==> src/include/nand_seq_map.svh <==
// constants for the nand program, erase and move controller
// Overview of operation
// - controller sends 80h, column and row cycles, data bytes, then 15h
// - with ready set and array busy, controller checks prior cache error flag
// - to finish a cache series, poll array ready then read both error flags
// - on multi-die targets use status-enhanced 78h, never plain 70h
// - erase is 60h, three row cycles, then D0h
// - after erase or program, controller reads op error flag when fully ready
// - no interleaved multi-die work between move-read and move-program
// - controller may read and check moved data before move-program; this one has no data read, it can only change columns with 85h
// - pages within a block are programmed in ascending order 0 to 63; the code takes any page first after reset or page 63, then only the next page
`ifndef NAND_SEQ_MAP_SVH
`define NAND_SEQ_MAP_SVH
`define CMD_PROG_SETUP   8'h80
`define CMD_PROG_CONFIRM 8'h10
`define CMD_CACHE_CONFIRM 8'h15
`define CMD_COL_CHANGE   8'h85
`define CMD_ERASE_SETUP  8'h60
`define CMD_ERASE_CONFIRM 8'hd0
`define CMD_READ_SETUP   8'h00
`define CMD_MOVE_CONFIRM 8'h35
`define CMD_STATUS_ENH   8'h78
`define CMD_RESET        8'hff
`define ST_FAIL_BIT      0
`define ST_PRIOR_CACHE_ERROR_FLAG_BIT     1
`define ST_ARRAY_READY_FLAG_BIT      5
`define ST_RDY_BIT       6
`define REG_CTRL         4'h0
`define REG_ADDR_LO      4'h1
`define REG_ADDR_HI      4'h2
`define REG_DATA         4'h3
`define REG_STATUS       4'h4
`define REG_RESULT       4'h5
`define REG_DIE          4'h6
`define OP_CACHE_PROG    3'h1
`define OP_PAGE_PROG     3'h2
`define OP_ERASE         3'h3
`define OP_MOVE_READ     3'h4
`define OP_MOVE_PROG     3'h5
`define OP_COL_CHANGE    3'h6
`define OP_RESET         3'h7
`define WE_PULSE_NS      40
`define WE_PULSE_CYC     ((`WE_PULSE_NS + 19) / 20)
`define LAST_PAGE        6'h3f
`endif

==> src/include/nand_seq_pkg.sv <==
// types for the nand program, erase and move controller
package nand_seq_pkg;
    typedef enum logic [3:0] {
        S_IDLE, S_CMD, S_ADDR, S_DATA, S_CONF, S_WAIT_RB, S_STAT_CMD, S_STAT_ADDR,
        S_STAT_RD, S_STAT_CHK
    } seq_state_t;
    typedef struct packed {
        logic [7:0] dq;
        logic       cle;
        logic       ale;
        logic       we_n;
        logic       re_n;
        logic       dq_oe;
    } bus_out_t;
    typedef struct packed {
        logic       op_error;
        logic       prior_cache_error;
        logic       array_ready;
        logic       ready;
        logic       move_open;
        logic       order_error;
    } result_t;
endpackage

==> src/verilog/nand_seq_ctrl.sv <==
// host controller sequencing nand cached program, erase and internal move
//
// Added by the designer: the plain strobed port and the placing of the registers.
`timescale 1ns/1ps
`include "nand_seq_map.svh"
module nand_seq_ctrl #(
    parameter int ADDR_CYCLES = 5,
    parameter int ROW_CYCLES  = 3
) (
    input  wire logic        ref_clk,
    input  wire logic        srst,
    input  wire logic [3:0]  reg_addr,
    input  wire logic [31:0] reg_wdata,
    input  wire logic        reg_wr,
    input  wire logic        reg_rd,
    output logic      [31:0] reg_rdata,
    output logic             data_ready,
    output logic      [7:0]  dq_out,
    output logic             dq_oe,
    input  wire logic [7:0]  dq_in,
    output logic             cle,
    output logic             ale,
    output logic             ce_n,
    output logic             we_n,
    output logic             re_n,
    input  wire logic        ready_busy_n
);
    nand_seq_pkg::seq_state_t st_q, st_d;
    nand_seq_pkg::bus_out_t   bo_q, bo_d;
    nand_seq_pkg::result_t    rs_q, rs_d;
    logic [2:0]  op_q, op_d;
    logic [39:0] addr_q, addr_d;
    logic [7:0]  data_q, data_d;
    logic        data_full_q, data_full_d;
    logic        data_last_q, data_last_d;
    logic        busy_q, busy_d;
    logic [2:0]  cnt_q, cnt_d;
    logic [2:0]  ph_q, ph_d;
    logic [2:0]  die_q, die_d;
    logic [7:0]  stat_q, stat_d;
    logic [5:0]  next_page_q, next_page_d;
    logic        first_q, first_d;
    logic [31:0] rdata_d;

    function automatic logic [7:0] addr_byte(input logic [39:0] a, input logic [2:0] i);
        // shifting past the top yields zero instead of an unknown byte on the bus
        addr_byte = 8'(a >> {i, 3'h0});
    endfunction

    // which command opens and closes each operation
    function automatic logic [7:0] setup_cmd(input logic [2:0] op);
        case (op)
            `OP_ERASE:     setup_cmd = `CMD_ERASE_SETUP;
            `OP_MOVE_READ: setup_cmd = `CMD_READ_SETUP;
            `OP_MOVE_PROG,
            `OP_COL_CHANGE: setup_cmd = `CMD_COL_CHANGE;
            `OP_RESET:     setup_cmd = `CMD_RESET;
            default:       setup_cmd = `CMD_PROG_SETUP;
        endcase
    endfunction

    function automatic logic [7:0] confirm_cmd(input logic [2:0] op);
        case (op)
            `OP_CACHE_PROG: confirm_cmd = `CMD_CACHE_CONFIRM;
            `OP_ERASE:      confirm_cmd = `CMD_ERASE_CONFIRM;
            `OP_MOVE_READ:  confirm_cmd = `CMD_MOVE_CONFIRM;
            default:        confirm_cmd = `CMD_PROG_CONFIRM;
        endcase
    endfunction

    // one bus cycle: drive, strobe low for a phase, then high
    always_comb
    begin
        st_d = st_q;
        bo_d = bo_q;
        rs_d = rs_q;
        op_d = op_q;
        addr_d = addr_q;
        data_d = data_q;
        data_full_d = data_full_q;
        data_last_d = data_last_q;
        busy_d = busy_q;
        cnt_d = cnt_q;
        ph_d = ph_q;
        die_d = die_q;
        stat_d = stat_q;
        next_page_d = next_page_q;
        first_d = first_q;
        if (reg_wr && reg_addr == `REG_ADDR_LO)
            addr_d[31:0] = reg_wdata;
        if (reg_wr && reg_addr == `REG_ADDR_HI)
            addr_d[39:32] = reg_wdata[7:0];
        if (reg_wr && reg_addr == `REG_DIE)
            die_d = reg_wdata[2:0];
        if (reg_wr && reg_addr == `REG_DATA && !data_full_q)
        begin
            data_d = reg_wdata[7:0];
            data_last_d = reg_wdata[8];
            data_full_d = 1'b1;
        end
        if (reg_wr && reg_addr == `REG_RESULT)
            rs_d.order_error = 1'b0;
        case (st_q)
            nand_seq_pkg::S_IDLE:
            begin
                bo_d.we_n = 1'b1;
                bo_d.re_n = 1'b1;
                bo_d.cle = 1'b0;
                bo_d.ale = 1'b0;
                bo_d.dq_oe = 1'b0;
                if (reg_wr && reg_addr == `REG_CTRL && reg_wdata[2:0] != 3'h0)
                begin
                    op_d = reg_wdata[2:0];
                    // once a move-read is open only column changes,
                    // status, reset and the move-program may follow
                    if (rs_q.move_open && !(reg_wdata[2:0] == `OP_MOVE_PROG
                        || reg_wdata[2:0] == `OP_COL_CHANGE || reg_wdata[2:0] == `OP_RESET))
                        rs_d.order_error = 1'b1;
                    // erase and move-read only when fully ready; the other
                    // commands also while only the array is busy
                    else if ((reg_wdata[2:0] == `OP_ERASE || reg_wdata[2:0] == `OP_MOVE_READ)
                        && !(rs_q.ready && rs_q.array_ready))
                        rs_d.order_error = 1'b1;
                    else if (!rs_q.ready && reg_wdata[2:0] != `OP_RESET)
                        rs_d.order_error = 1'b1;
                    else if ((reg_wdata[2:0] == `OP_CACHE_PROG
                        || reg_wdata[2:0] == `OP_PAGE_PROG)
                        && !first_q && addr_q[21:16] != next_page_q)
                        rs_d.order_error = 1'b1;
                    else
                    begin
                        st_d = nand_seq_pkg::S_CMD;
                        bo_d.dq = setup_cmd(reg_wdata[2:0]);
                        cnt_d = 3'h0;
                        ph_d = 3'h0;
                        busy_d = 1'b1;
                        if (reg_wdata[2:0] == `OP_MOVE_READ)
                            rs_d.move_open = 1'b1;
                        if (reg_wdata[2:0] == `OP_MOVE_PROG || reg_wdata[2:0] == `OP_RESET)
                            rs_d.move_open = 1'b0;
                        if (reg_wdata[2:0] == `OP_CACHE_PROG
                            || reg_wdata[2:0] == `OP_PAGE_PROG)
                        begin
                            first_d = addr_q[21:16] == `LAST_PAGE;
                            next_page_d = addr_q[21:16] + 6'h1;
                        end
                    end
                end
                else if (reg_wr && reg_addr == `REG_CTRL && reg_wdata[3])
                begin
                    // status poll through 78h with die select
                    st_d = nand_seq_pkg::S_STAT_CMD;
                    bo_d.dq = `CMD_STATUS_ENH;
                    ph_d = 3'h0;
                    busy_d = 1'b1;
                end
            end
            nand_seq_pkg::S_CMD, nand_seq_pkg::S_CONF, nand_seq_pkg::S_STAT_CMD:
            begin
                bo_d.cle = 1'b1;
                bo_d.ale = 1'b0;
                bo_d.dq_oe = 1'b1;
                ph_d = 3'(ph_q + 3'h1);
                bo_d.we_n = ph_q >= 3'(`WE_PULSE_CYC);
                if (ph_q == 3'(2 * `WE_PULSE_CYC))
                begin
                    ph_d = 3'h0;
                    cnt_d = 3'h0;
                    bo_d.cle = 1'b0;
                    if (st_q == nand_seq_pkg::S_STAT_CMD)
                    begin
                        st_d = nand_seq_pkg::S_STAT_ADDR;
                        bo_d.dq = {5'h0, die_q};
                    end
                    else if (st_q == nand_seq_pkg::S_CONF || op_q == `OP_RESET)
                    begin
                        st_d = nand_seq_pkg::S_WAIT_RB;
                        bo_d.dq_oe = 1'b0;
                    end
                    else
                    begin
                        st_d = nand_seq_pkg::S_ADDR;
                        bo_d.dq = op_q == `OP_ERASE ? addr_byte(addr_q, 3'h2)
                                                    : addr_byte(addr_q, 3'h0);
                        cnt_d = op_q == `OP_ERASE ? 3'h2 : 3'h0;
                    end
                end
            end
            nand_seq_pkg::S_ADDR, nand_seq_pkg::S_STAT_ADDR:
            begin
                bo_d.ale = 1'b1;
                ph_d = 3'(ph_q + 3'h1);
                bo_d.we_n = ph_q >= 3'(`WE_PULSE_CYC);
                if (ph_q == 3'(2 * `WE_PULSE_CYC))
                begin
                    ph_d = 3'h0;
                    cnt_d = 3'(cnt_q + 3'h1);
                    bo_d.dq = addr_byte(addr_q, 3'(cnt_q + 3'h1));
                    if (st_q == nand_seq_pkg::S_STAT_ADDR)
                    begin
                        st_d = nand_seq_pkg::S_STAT_RD;
                        bo_d.ale = 1'b0;
                        bo_d.dq_oe = 1'b0;
                    end
                    else if (cnt_q == 3'(ADDR_CYCLES - 1)
                        || (op_q == `OP_COL_CHANGE && cnt_q == 3'h1))
                    begin
                        bo_d.ale = 1'b0;
                        if (op_q == `OP_ERASE || op_q == `OP_MOVE_READ)
                        begin
                            st_d = nand_seq_pkg::S_CONF;
                            bo_d.dq = confirm_cmd(op_q);
                        end
                        else
                            st_d = nand_seq_pkg::S_DATA;
                    end
                end
            end
            nand_seq_pkg::S_DATA:
            begin
                // data waits on software; the strobe stalls rather than drop a byte
                if (ph_q == 3'h0 && data_full_q)
                begin
                    bo_d.dq = data_q;
                    ph_d = 3'h1;
                    bo_d.we_n = 1'b0;
                end
                else if (ph_q != 3'h0)
                begin
                    ph_d = 3'(ph_q + 3'h1);
                    bo_d.we_n = ph_q >= 3'(`WE_PULSE_CYC);
                    if (ph_q == 3'(2 * `WE_PULSE_CYC))
                    begin
                        ph_d = 3'h0;
                        data_full_d = 1'b0;
                        if (data_last_q)
                        begin
                            if (op_q == `OP_COL_CHANGE)
                                st_d = nand_seq_pkg::S_IDLE;
                            else
                            begin
                                st_d = nand_seq_pkg::S_CONF;
                                bo_d.dq = confirm_cmd(op_q);
                            end
                            busy_d = op_q != `OP_COL_CHANGE;
                        end
                    end
                end
            end
            nand_seq_pkg::S_WAIT_RB:
            begin
                // die busy for its own time; watch the pin
                ph_d = 3'(ph_q + 3'h1);
                if (ph_q == 3'h7 && ready_busy_n)
                begin
                    st_d = nand_seq_pkg::S_STAT_CMD;
                    bo_d.dq = `CMD_STATUS_ENH;
                    ph_d = 3'h0;
                end
            end
            nand_seq_pkg::S_STAT_RD:
            begin
                ph_d = 3'(ph_q + 3'h1);
                bo_d.re_n = ph_q >= 3'(`WE_PULSE_CYC);
                if (ph_q == 3'(`WE_PULSE_CYC))
                    stat_d = dq_in;
                if (ph_q == 3'(2 * `WE_PULSE_CYC))
                    st_d = nand_seq_pkg::S_STAT_CHK;
            end
            nand_seq_pkg::S_STAT_CHK:
            begin
                rs_d.ready = stat_q[`ST_RDY_BIT];
                rs_d.array_ready = stat_q[`ST_ARRAY_READY_FLAG_BIT];
                // error flags count only once the matching ready holds
                if (stat_q[`ST_RDY_BIT])
                    rs_d.prior_cache_error = stat_q[`ST_PRIOR_CACHE_ERROR_FLAG_BIT];
                if (stat_q[`ST_RDY_BIT] && stat_q[`ST_ARRAY_READY_FLAG_BIT])
                    rs_d.op_error = stat_q[`ST_FAIL_BIT];
                st_d = nand_seq_pkg::S_IDLE;
                busy_d = 1'b0;
            end
            default:
                st_d = nand_seq_pkg::S_IDLE;
        endcase
        case (reg_addr)
            `REG_CTRL:    rdata_d = {31'h0, busy_q};
            `REG_ADDR_LO: rdata_d = addr_q[31:0];
            `REG_ADDR_HI: rdata_d = {24'h0, addr_q[39:32]};
            `REG_STATUS:  rdata_d = {24'h0, stat_q};
            `REG_RESULT:  rdata_d = {26'h0, rs_q};
            `REG_DIE:     rdata_d = {29'h0, die_q};
            default:      rdata_d = 32'h0;
        endcase
        if (!reg_rd)
            rdata_d = 32'h0;
    end

    always_ff @(posedge ref_clk)
    begin
        if (srst)
        begin
            st_q <= nand_seq_pkg::S_IDLE;
            bo_q <= '{dq: 8'h00, cle: 1'b0, ale: 1'b0, we_n: 1'b1, re_n: 1'b1, dq_oe: 1'b0};
            rs_q <= '{op_error: 1'b0, prior_cache_error: 1'b0, array_ready: 1'b1,
                      ready: 1'b1, move_open: 1'b0, order_error: 1'b0};
            op_q <= 3'h0;
            addr_q <= 40'h0;
            data_q <= 8'h00;
            data_full_q <= 1'b0;
            data_last_q <= 1'b0;
            busy_q <= 1'b0;
            cnt_q <= 3'h0;
            ph_q <= 3'h0;
            die_q <= 3'h0;
            stat_q <= 8'h00;
            next_page_q <= 6'h0;
            first_q <= 1'b1;
            reg_rdata <= 32'h0;
            data_ready <= 1'b1;
        end
        else
        begin
            st_q <= st_d;
            bo_q <= bo_d;
            rs_q <= rs_d;
            op_q <= op_d;
            addr_q <= addr_d;
            data_q <= data_d;
            data_full_q <= data_full_d;
            data_last_q <= data_last_d;
            busy_q <= busy_d;
            cnt_q <= cnt_d;
            ph_q <= ph_d;
            die_q <= die_d;
            stat_q <= stat_d;
            next_page_q <= next_page_d;
            first_q <= first_d;
            reg_rdata <= rdata_d;
            data_ready <= !data_full_d;
        end
    end

    assign dq_out = bo_q.dq;
    assign dq_oe  = bo_q.dq_oe;
    assign cle    = bo_q.cle;
    assign ale    = bo_q.ale;
    assign we_n   = bo_q.we_n;
    assign re_n   = bo_q.re_n;
    assign ce_n   = 1'b0;

    a_erase_needs_ready: assert property (@(posedge ref_clk) disable iff (srst)
        (st_q == nand_seq_pkg::S_IDLE && st_d == nand_seq_pkg::S_CMD && op_d == `OP_ERASE)
        |-> (rs_q.ready && rs_q.array_ready))
        else $error("erase started while die not fully ready");
    a_busy_status_only: assert property (@(posedge ref_clk) disable iff (srst)
        (st_q == nand_seq_pkg::S_IDLE && st_d == nand_seq_pkg::S_CMD && !rs_q.ready)
        |-> op_d == `OP_RESET)
        else $error("non-reset command issued while die fully busy");
    a_move_window: assert property (@(posedge ref_clk) disable iff (srst)
        (st_q == nand_seq_pkg::S_IDLE && st_d == nand_seq_pkg::S_CMD && rs_q.move_open)
        |-> (op_d inside {`OP_MOVE_PROG, `OP_COL_CHANGE, `OP_RESET}))
        else $error("illegal command inside move window");
    a_status_enhanced: assert property (@(posedge ref_clk) disable iff (srst)
        (st_q != nand_seq_pkg::S_STAT_CMD && st_d == nand_seq_pkg::S_STAT_CMD)
        |=> bo_q.dq == `CMD_STATUS_ENH)
        else $error("status poll not using status-enhanced");
    a_cache_confirm: assert property (@(posedge ref_clk) disable iff (srst)
        (st_q == nand_seq_pkg::S_DATA && st_d == nand_seq_pkg::S_CONF
        && op_q == `OP_CACHE_PROG) |=> bo_q.dq == `CMD_CACHE_CONFIRM)
        else $error("cached program not confirmed with 15h");
    a_erase_rows: assert property (@(posedge ref_clk) disable iff (srst)
        (st_q == nand_seq_pkg::S_CMD && st_d == nand_seq_pkg::S_ADDR && op_q == `OP_ERASE)
        |=> cnt_q == 3'h2)
        else $error("erase did not send three row cycles");
    a_move_prog_cmd: assert property (@(posedge ref_clk) disable iff (srst)
        (st_q == nand_seq_pkg::S_IDLE && st_d == nand_seq_pkg::S_CMD
        && op_d == `OP_MOVE_PROG) |=> bo_q.dq == `CMD_COL_CHANGE)
        else $error("move-program not opened with 85h");
    a_move_read_conf: assert property (@(posedge ref_clk) disable iff (srst)
        (st_q == nand_seq_pkg::S_ADDR && st_d == nand_seq_pkg::S_CONF
        && op_q == `OP_MOVE_READ) |=> bo_q.dq == `CMD_MOVE_CONFIRM)
        else $error("move-read not confirmed with 35h");
endmodule

==> config.mk <==
export PLATFORM = sky130hd
export DESIGN_NAME = nand_seq_ctrl
export DESIGN_NICKNAME = d
export VERILOG_FILES = /design/src/include/nand_seq_pkg.sv /design/src/verilog/nand_seq_ctrl.sv
export VERILOG_INCLUDE_DIRS = /design/src /design/src/include
export SDC_FILE = /design/constraint.sdc
export NUM_CORES = 1
export LEC_CHECK = 0
export BUFFER_PORTS_ARGS = -buffer_cell sky130_fd_sc_hd__clkbuf_2
export CAP_MARGIN = 20
export CORE_ASPECT_RATIO = 0.75
export CORE_MARGIN = 2
export CORE_UTILIZATION = 30
export DETAILED_ROUTE_END_ITERATION = 12
export GPL_TIMING_DRIVEN = 0
export HOLD_SLACK_MARGIN = 0.1
export PLACE_DENSITY_LB_ADDON = 0.1
export SLEW_MARGIN = 20
export SYNTH_ARGS = -nofsm -noshare
export SYNTH_HDL_FRONTEND = slang
export SYNTH_SLANG_ARGS = --single-unit
==> constraint.sdc <==
create_clock -name ref_clk -period 3.8 [get_ports ref_clk]
set_input_delay 0.19 -clock ref_clk [delete_from_list [all_inputs] [get_ports ref_clk]]
set_output_delay 0.19 -clock ref_clk [all_outputs]
set_load 0.02 [all_outputs]
==> results.sh, run 1 <==
export IMPL_synth_compound_area_share_pct=17.63
export IMPL_grt_pass1_wl_um=37340
export IMPL_pwr_density_cell_nw_per_um2=516.7
export IMPL_crit_start="cnt_q[0]"
export IMPL_ant_nets=0
export IMPL_place_congestion=0.9139
export IMPL_std_cell_rows=47
export IMPL_fin_crit_sh_pct=89.45
export IMPL_maxCapViolations=0
export IMPL_synth_area_mux_share_pct=8.786
export IMPL_initial_core_util_pct=30.50
export IMPL_worst_slack_ps=400.8
export IMPL_start_kind="register"
export IMPL_hold_path_cell_count=3
export IMPL_critPathMaxStageDelay_ps=790
export IMPL_syn_instance_count=810
export IMPL_routed_wl_um=24600
export IMPL_die_h_um=133.5
export IMPL_clk_latency_ps=430
export IMPL_crit_family="compound AO/OA/AOI/OAI gates"
export IMPL_die_w_um=176.7
export IMPL_grt_overflow=0
export IMPL_grt_total_usage_pct=21.14
export IMPL_dp_hpwl_um=18600
export IMPL_cts_root_buf="clkbuf_16"
export IMPL_port_buffers=91
export IMPL_hold_path_class="in -> reg"
export IMPL_worst_path_buf_inv=3
export IMPL_grt_busiest_layer="met1"
export IMPL_multi_input_area_um2=3710
export IMPL_fillers=2334
export IMPL_setup_viol=0
export IMPL_antenna_found_initial=0
export IMPL_cp_num_cells=9
export IMPL_fin_setup_tns_ps=0
export IMPL_clk_pin_slew_ps=60
export IMPL_grtUsageMet3_pct=4.395
export IMPL_min_from="reg_wdata[3]"
export IMPL_ff_latch_area_um2=2683
export IMPL_slew_headroom_pct=26.47
export IMPL_synth_top_family_by_area="simple AND/OR/NAND/NOR gates"
export IMPL_synth_edf_count=0
export IMPL_synthFlopType="dfxtp_1"
export IMPL_outcome="finished, final reports clean"
export IMPL_synth_area_um2=6708
export IMPL_layout_drive_gt1_share_pct=16.80
export IMPL_area_delta_synth_final_pct=27.08
export IMPL_diodes=0
export IMPL_yosys_warnings=0
export IMPL_rsz0062_at_grt="no"
export IMPL_reg2reg_from="cnt_q[0]"
export IMPL_synth_nets=867
export IMPL_viasPerCell=5.130
export IMPL_synth_simple_area_share_pct=24.98
export IMPL_avgSynthCellArea_um2=8.281
export IMPL_maxSlewViolCount=0
export IMPL_max_freq_mhz=294.2
export IMPL_htreeDepth=4
export IMPL_cts_tree="done"
export IMPL_drt_iter0_drc=558
export IMPL_critPathKind="reg -> reg"
export IMPL_power_leakage_nw=3.261
export IMPL_worst_path_max_fanout=10
export IMPL_yosysSeqAreaShare_pct=39.99
export IMPL_fin_cells=1264
export IMPL_cp_required_ps=4070
export IMPL_clock_sinks=134
export IMPL_dp_slack_ps=233.6
export IMPL_path_cells="clkbuf_2 -> inv_1 -> ha_1 -> clkbuf_1 -> mux4_2 -> nand2_1 -> a21oi_1 -> a2111oi_0 -> a311oi_1"
export IMPL_place_inst=1195
export IMPL_grt_start_max_net_pins=17
export IMPL_ios=96
export IMPL_clockBufferDepth=2
export IMPL_dieArea_um2=23580
export IMPL_grtUsageMet2_pct=28.19
export IMPL_end_kind="register"
export IMPL_met1_usage_pct=33.76
export IMPL_finalHoldViolations=0
export IMPL_drcViolationCount=0
export IMPL_slowest_stage="a2111oi_0"
export IMPL_synthAdderAreaFrac_pct=1.641
export IMPL_vias=6484
export IMPL_grt_pass1_vias=6068
export IMPL_synth_xor_area_share_pct=2.220
export IMPL_async_flop_share_pct=0
export IMPL_cp_arrival_ps=3670
export IMPL_wl_per_cell_um=19.46
export IMPL_post_route_util_pct=38.76
export IMPL_ys_ff_latch=134
export IMPL_yosysUniqueCellTypes=75
export IMPL_fin_crit_ps=3399
export IMPL_reg2reg_depth=9
export IMPL_firstDrtPassIters=5
export IMPL_fin_nets=1014
export IMPL_cts_made_buffers=17
export IMPL_worst_ir_drop_vdd_mv=0.2447
export IMPL_coreArea_um2=21990
export IMPL_final_setup_skew_ps=12.49
export IMPL_worst_slew_pin_slew_ps=1094
export IMPL_hold_ws_ps=123.0
repair_timing:
| item | CTS | global route |
|---|---|---|
| endpoints found under the hold margin | 47 | 0 |
| endpoints found under the setup margin | 0 | 2 |
| buffers inserted | 0 | 0 |
| gates resized for setup | 0 | 2 |
| hold buffers | 37 | 0 |
report_power, final:
group / total (mW) / leakage (nW) / internal (mW) / switching [mW]
clock: 1.76 / 0.300 / 1.08 / 0.683
combinational: 1.12 / 1.88 / 0.406 / 0.714
sequential: 1.52 / 1.08 / 1.47 / 0.0467
cell families (layout without fill, tap and decap cells):
group                      Yosys count  count (layout)
AOI/OAI and AO/OA                  180             180
other                                1               1
muxes                               55              55
adders and majority gates            9               9
buffers and inverters               75             235
and+or+nand+nor                    339             339
DFF                                134             134
xor gates and xnor gates            17              17
registers in the layout, summed over array words and instances (netlist names), 4 cells and up:
signal       flops
dq_out           8
st_q             4
rs_q             6
reg_rdata       32
stat_q           8
next_page_q      6
data_q           8
addr_q          40
synthesized netlist by cell type (4+ instances only):
library cell | number | share of area, %
xnor2_1 | 10 | 1.3
and2_1 | 29 | 2.7
or3_1 | 6 | 0.56
ha_1 | 8 | 1.5
nand2b_1 | 10 | 0.93
nand3_1 | 22 | 1.6
nand4b_1 | 4 | 0.52
a211oi_1 | 7 | 0.78
xor2_1 | 7 | 0.91
inv_1 | 11 | 0.62
nor2b_1 | 5 | 0.47
nor2_1 | 73 | 4.1
and3_1 | 8 | 0.75
o41ai_1 | 4 | 0.52
o211ai_1 | 4 | 0.45
a22oi_1 | 13 | 1.5
clkbuf_1 | 39 | 2.2
and3b_1 | 4 | 0.52
a211o_1 | 4 | 0.52
nor3_1 | 29 | 2.2
buf_2 | 18 | 1.3
nand2_1 | 118 | 6.6
dfxtp_1 | 134 | 40
o21ai_0 | 19 | 1.4
buf_1 | 4 | 0.22
a31oi_1 | 9 | 0.84
a311oi_1 | 5 | 0.65
a21oi_1 | 77 | 5.7
mux2i_1 | 51 | 7.6
nand4_1 | 9 | 0.84
tightest hold or removal path, cell delays in order:
cell and delay, ps:
clkbuf_2 160, nand2_1 90, a21oi_1 50
worst paths after layout:
kind	end	slack, ps
worst min register to register	first_q	460
worst max register to register	dq_out[6]	400
worst min-delay path	addr_q[3]	120
worst max-delay path	dq_out[6]	400
metal layers:
| metal | vias up | wire, um | share of wire [%] |
|---|---|---|---|
| met1 | 3048 | 13120 | 53 |
| met4 | 0 | 248 | 1.0 |
| met2 | 246 | 9520 | 39 |
| li1 | 3172 | - | - |
| met5 | - | 0 | 0 |
| met3 | 18 | 1710 | 7.0 |
layout by cell type (no fill, tap or decap), types with 11 or more instances in the layout:
cell,count
dfxtp_1,134
nand2_1,118
clkbuf_2,92
a21oi_1,77
nor2_1,73
mux2i_1,51
clkbuf_1,39
dlygate4sd3_1,37
nor3_1,29
and2_1,29
nand3_1,22
o21ai_0,19
buf_2,18
clkbuf_16,17
a22oi_1,13
inv_1,11
stage by stage:
step                      cell area, um2  total power, mW
after floorplan                     6708            2.280
after global placement              7531            2.625
after detailed placement            7531            2.617
after CTS                           8523            4.413
after global routing                8524            4.606
final                               8524            4.405
area by class of cell:
| class | instances | share of cell area [%] |
|---|---|---|
| multi-input cells | 601 | 43.52 |
| well taps | 294 | 4.315 |
| clock inverters | 12 | 1.937 |
| repair buffers | 128 | 9.687 |
| clock buffers | 20 | 5.357 |
| plain buffers | 63 | 3.185 |
| inverters | 12 | 0.5284 |
| flip-flops and latches | 134 | 31.47 |
(Power assumes the default switching activity.)
==> run 2, diff against run 1 <==
CTS_BUF_LIST = sky130_fd_sc_hd__clkbuf_4 sky130_fd_sc_hd__clkbuf_8 sky130_fd_sc_hd__clkbuf_16   (was default)
==> run 2 against run 1 <==
  * Cell count did not move
  * First-iteration DRC count did not move
  * Largest cell class unchanged
  * Combinational power barely moved
  * Routed wire length fell by 0.10%
  * Core utilization barely moved
  * Flip-flop and latch count did not move
  * Clock skew rose by 2.1 ps
  * Die area did not move
==> results.sh, run 2 (synthesis gave the netlist of run 1 again) <==
export IMPL_pwr_density_cell_nw_per_um2=517.1
export IMPL_diodes=0
export IMPL_fin_cells=1264
export IMPL_cts_tree="done"
export IMPL_maxCapViolations=0
export IMPL_maxSlewViolCount=0
export IMPL_drcViolationCount=0
export IMPL_vias=6486
export IMPL_fin_crit_sh_pct=89.45
export IMPL_worst_path_max_fanout=10
export IMPL_start_kind="register"
export IMPL_wl_per_cell_um=19.44
export IMPL_initial_core_util_pct=30.50
export IMPL_clk_latency_ps=430
export IMPL_cts_made_buffers=17
export IMPL_final_setup_skew_ps=14.63
export IMPL_worst_path_buf_inv=3
export IMPL_multi_input_area_um2=3710
export IMPL_place_congestion=0.9139
export IMPL_clock_sinks=134
export IMPL_fin_setup_tns_ps=0
export IMPL_firstDrtPassIters=5
export IMPL_ios=96
export IMPL_power_leakage_nw=3.265
export IMPL_grt_pass1_vias=6068
export IMPL_worst_slew_pin_slew_ps=1087
export IMPL_reg_top3="addr_q x40, reg_rdata x32"
export IMPL_regMostFlops="addr_q"
export IMPL_finalHoldViolations=0
export IMPL_area_delta_synth_final_pct=27.14
export IMPL_layout_drive_gt1_share_pct=16.91
export IMPL_grt_total_usage_pct=21.14
export IMPL_clockBufferDepth=2
export IMPL_antenna_found_initial=0
export IMPL_cts_root_buf="clkbuf_16"
export IMPL_fillers=2335
export IMPL_die_h_um=133.5
export IMPL_end_kind="register"
export IMPL_slowest_stage="a2111oi_0"
export IMPL_cp_arrival_ps=3660
export IMPL_routed_wl_um=24580
export IMPL_grt_overflow=0
export IMPL_dieArea_um2=23580
export IMPL_clk_pin_slew_ps=60
export IMPL_max_freq_mhz=294.2
export IMPL_htreeDepth=4
export IMPL_cp_required_ps=4060
export IMPL_ff_latch_area_um2=2683
export IMPL_mostFrequentLayoutCell="dfxtp_1"
export IMPL_die_w_um=176.7
export IMPL_outcome="finished, final reports clean"
export IMPL_final_cell_mix="dfxtp_1 (134), nand2_1 (118), clkbuf_2 (92)"
export IMPL_rsz0062_at_grt="no"
export IMPL_hold_path_class="in -> reg"
export IMPL_drt_iter0_drc=558
export IMPL_fin_crit_ps=3399
export IMPL_largest_register_ffs=40
export IMPL_dp_hpwl_um=18600
export IMPL_viasPerCell=5.131
export IMPL_ant_nets=0
export IMPL_slew_headroom_pct=26.97
export IMPL_crit_family="compound AO/OA/AOI/OAI gates"
export IMPL_coreArea_um2=21990
export IMPL_path_cells="clkbuf_2 -> inv_1 -> ha_1 -> clkbuf_1 -> mux4_2 -> nand2_1 -> a21oi_1 -> a2111oi_0 -> a311oi_1"
export IMPL_port_buffers=91
export IMPL_critPathKind="reg -> reg"
export IMPL_std_cell_rows=47
export IMPL_critPathMaxStageDelay_ps=790
export IMPL_place_inst=1195
export IMPL_fin_nets=1014
export IMPL_grt_pass1_wl_um=37340
export IMPL_setup_viol=0
export IMPL_worst_ir_drop_vdd_mv=0.2433
export IMPL_grt_start_max_net_pins=17
[run 2: worst paths after layout]
kind           startpoint        end  slack, ps  depth (start not counted)
max              cnt_q[0]  dq_out[6]        400                          9
min          reg_wdata[3]  addr_q[3]        130                          3
max reg2reg      cnt_q[0]  dq_out[6]        400                          9
min reg2reg       first_q    first_q        460                          1
[run 2: worst reg2reg max path, delay by kind of cell (launching register included)]
kind,cells,cell delay (ps)
adders and majority gates,1,310
AOI/OAI and AO/OA,3,1050
DFF,1,430
muxes,1,570
buffers and inverters,3,810
and+or+nand+nor,1,90
[run 2: layout make-up]
cell class / instances / area share [%]
Buffer: 63 / 3.184
Multi-Input combinational cell: 601 / 43.50
Inverter: 12 / 0.5282
Clock inverter: 12 / 1.937
Clock buffer: 20 / 5.399
Tap cell: 294 / 4.313
Timing Repair Buffer: 128 / 9.683
Sequential cell: 134 / 31.46
[run 2: repair_timing]
action | in CTS | in global routing
hold buffers | 37 | 0
gates resized for setup | 0 | 2
endpoints found under the setup margin | 0 | 2
endpoints found under the hold margin | 47 | 0
buffers inserted | 0 | 0
[run 2: power by group]
group          internal [mW]  total [mW]  switching [mW]
Clock                   1.09        1.77           0.682
Combinational          0.406        1.12           0.714
Sequential              1.47        1.52          0.0466
Total                   2.97        4.41            1.44
[run 2: metrics by stage]
stage               setup slack [ps]  util (%)  power, mW  instance area, um2  hold slack, ps
global placement               194.4     34.24      2.625                7531           425.4
floorplan                       1101         -      2.280                6708           326.0
finish                         400.8     38.78      4.410                8528           126.7
detailed placement             233.6     34.24      2.617                7531           423.7
global route                   163.7     38.78      4.613                8528           104.4
CTS                            198.0     38.77      4.420                8527           100.4
[run 2: layer usage]
| metal | global-route usage [%] | up-vias | wire length (um) |
|---|---|---|---|
| met4 | 4.913 | 0 | 242 |
| met2 | 28.19 | 258 | 9531 |
| met1 | 33.76 | 3039 | 13030 |
| met3 | 4.395 | 17 | 1775 |
| li1 | - | 3172 | - |
| met5 | 0 | - | 0 |
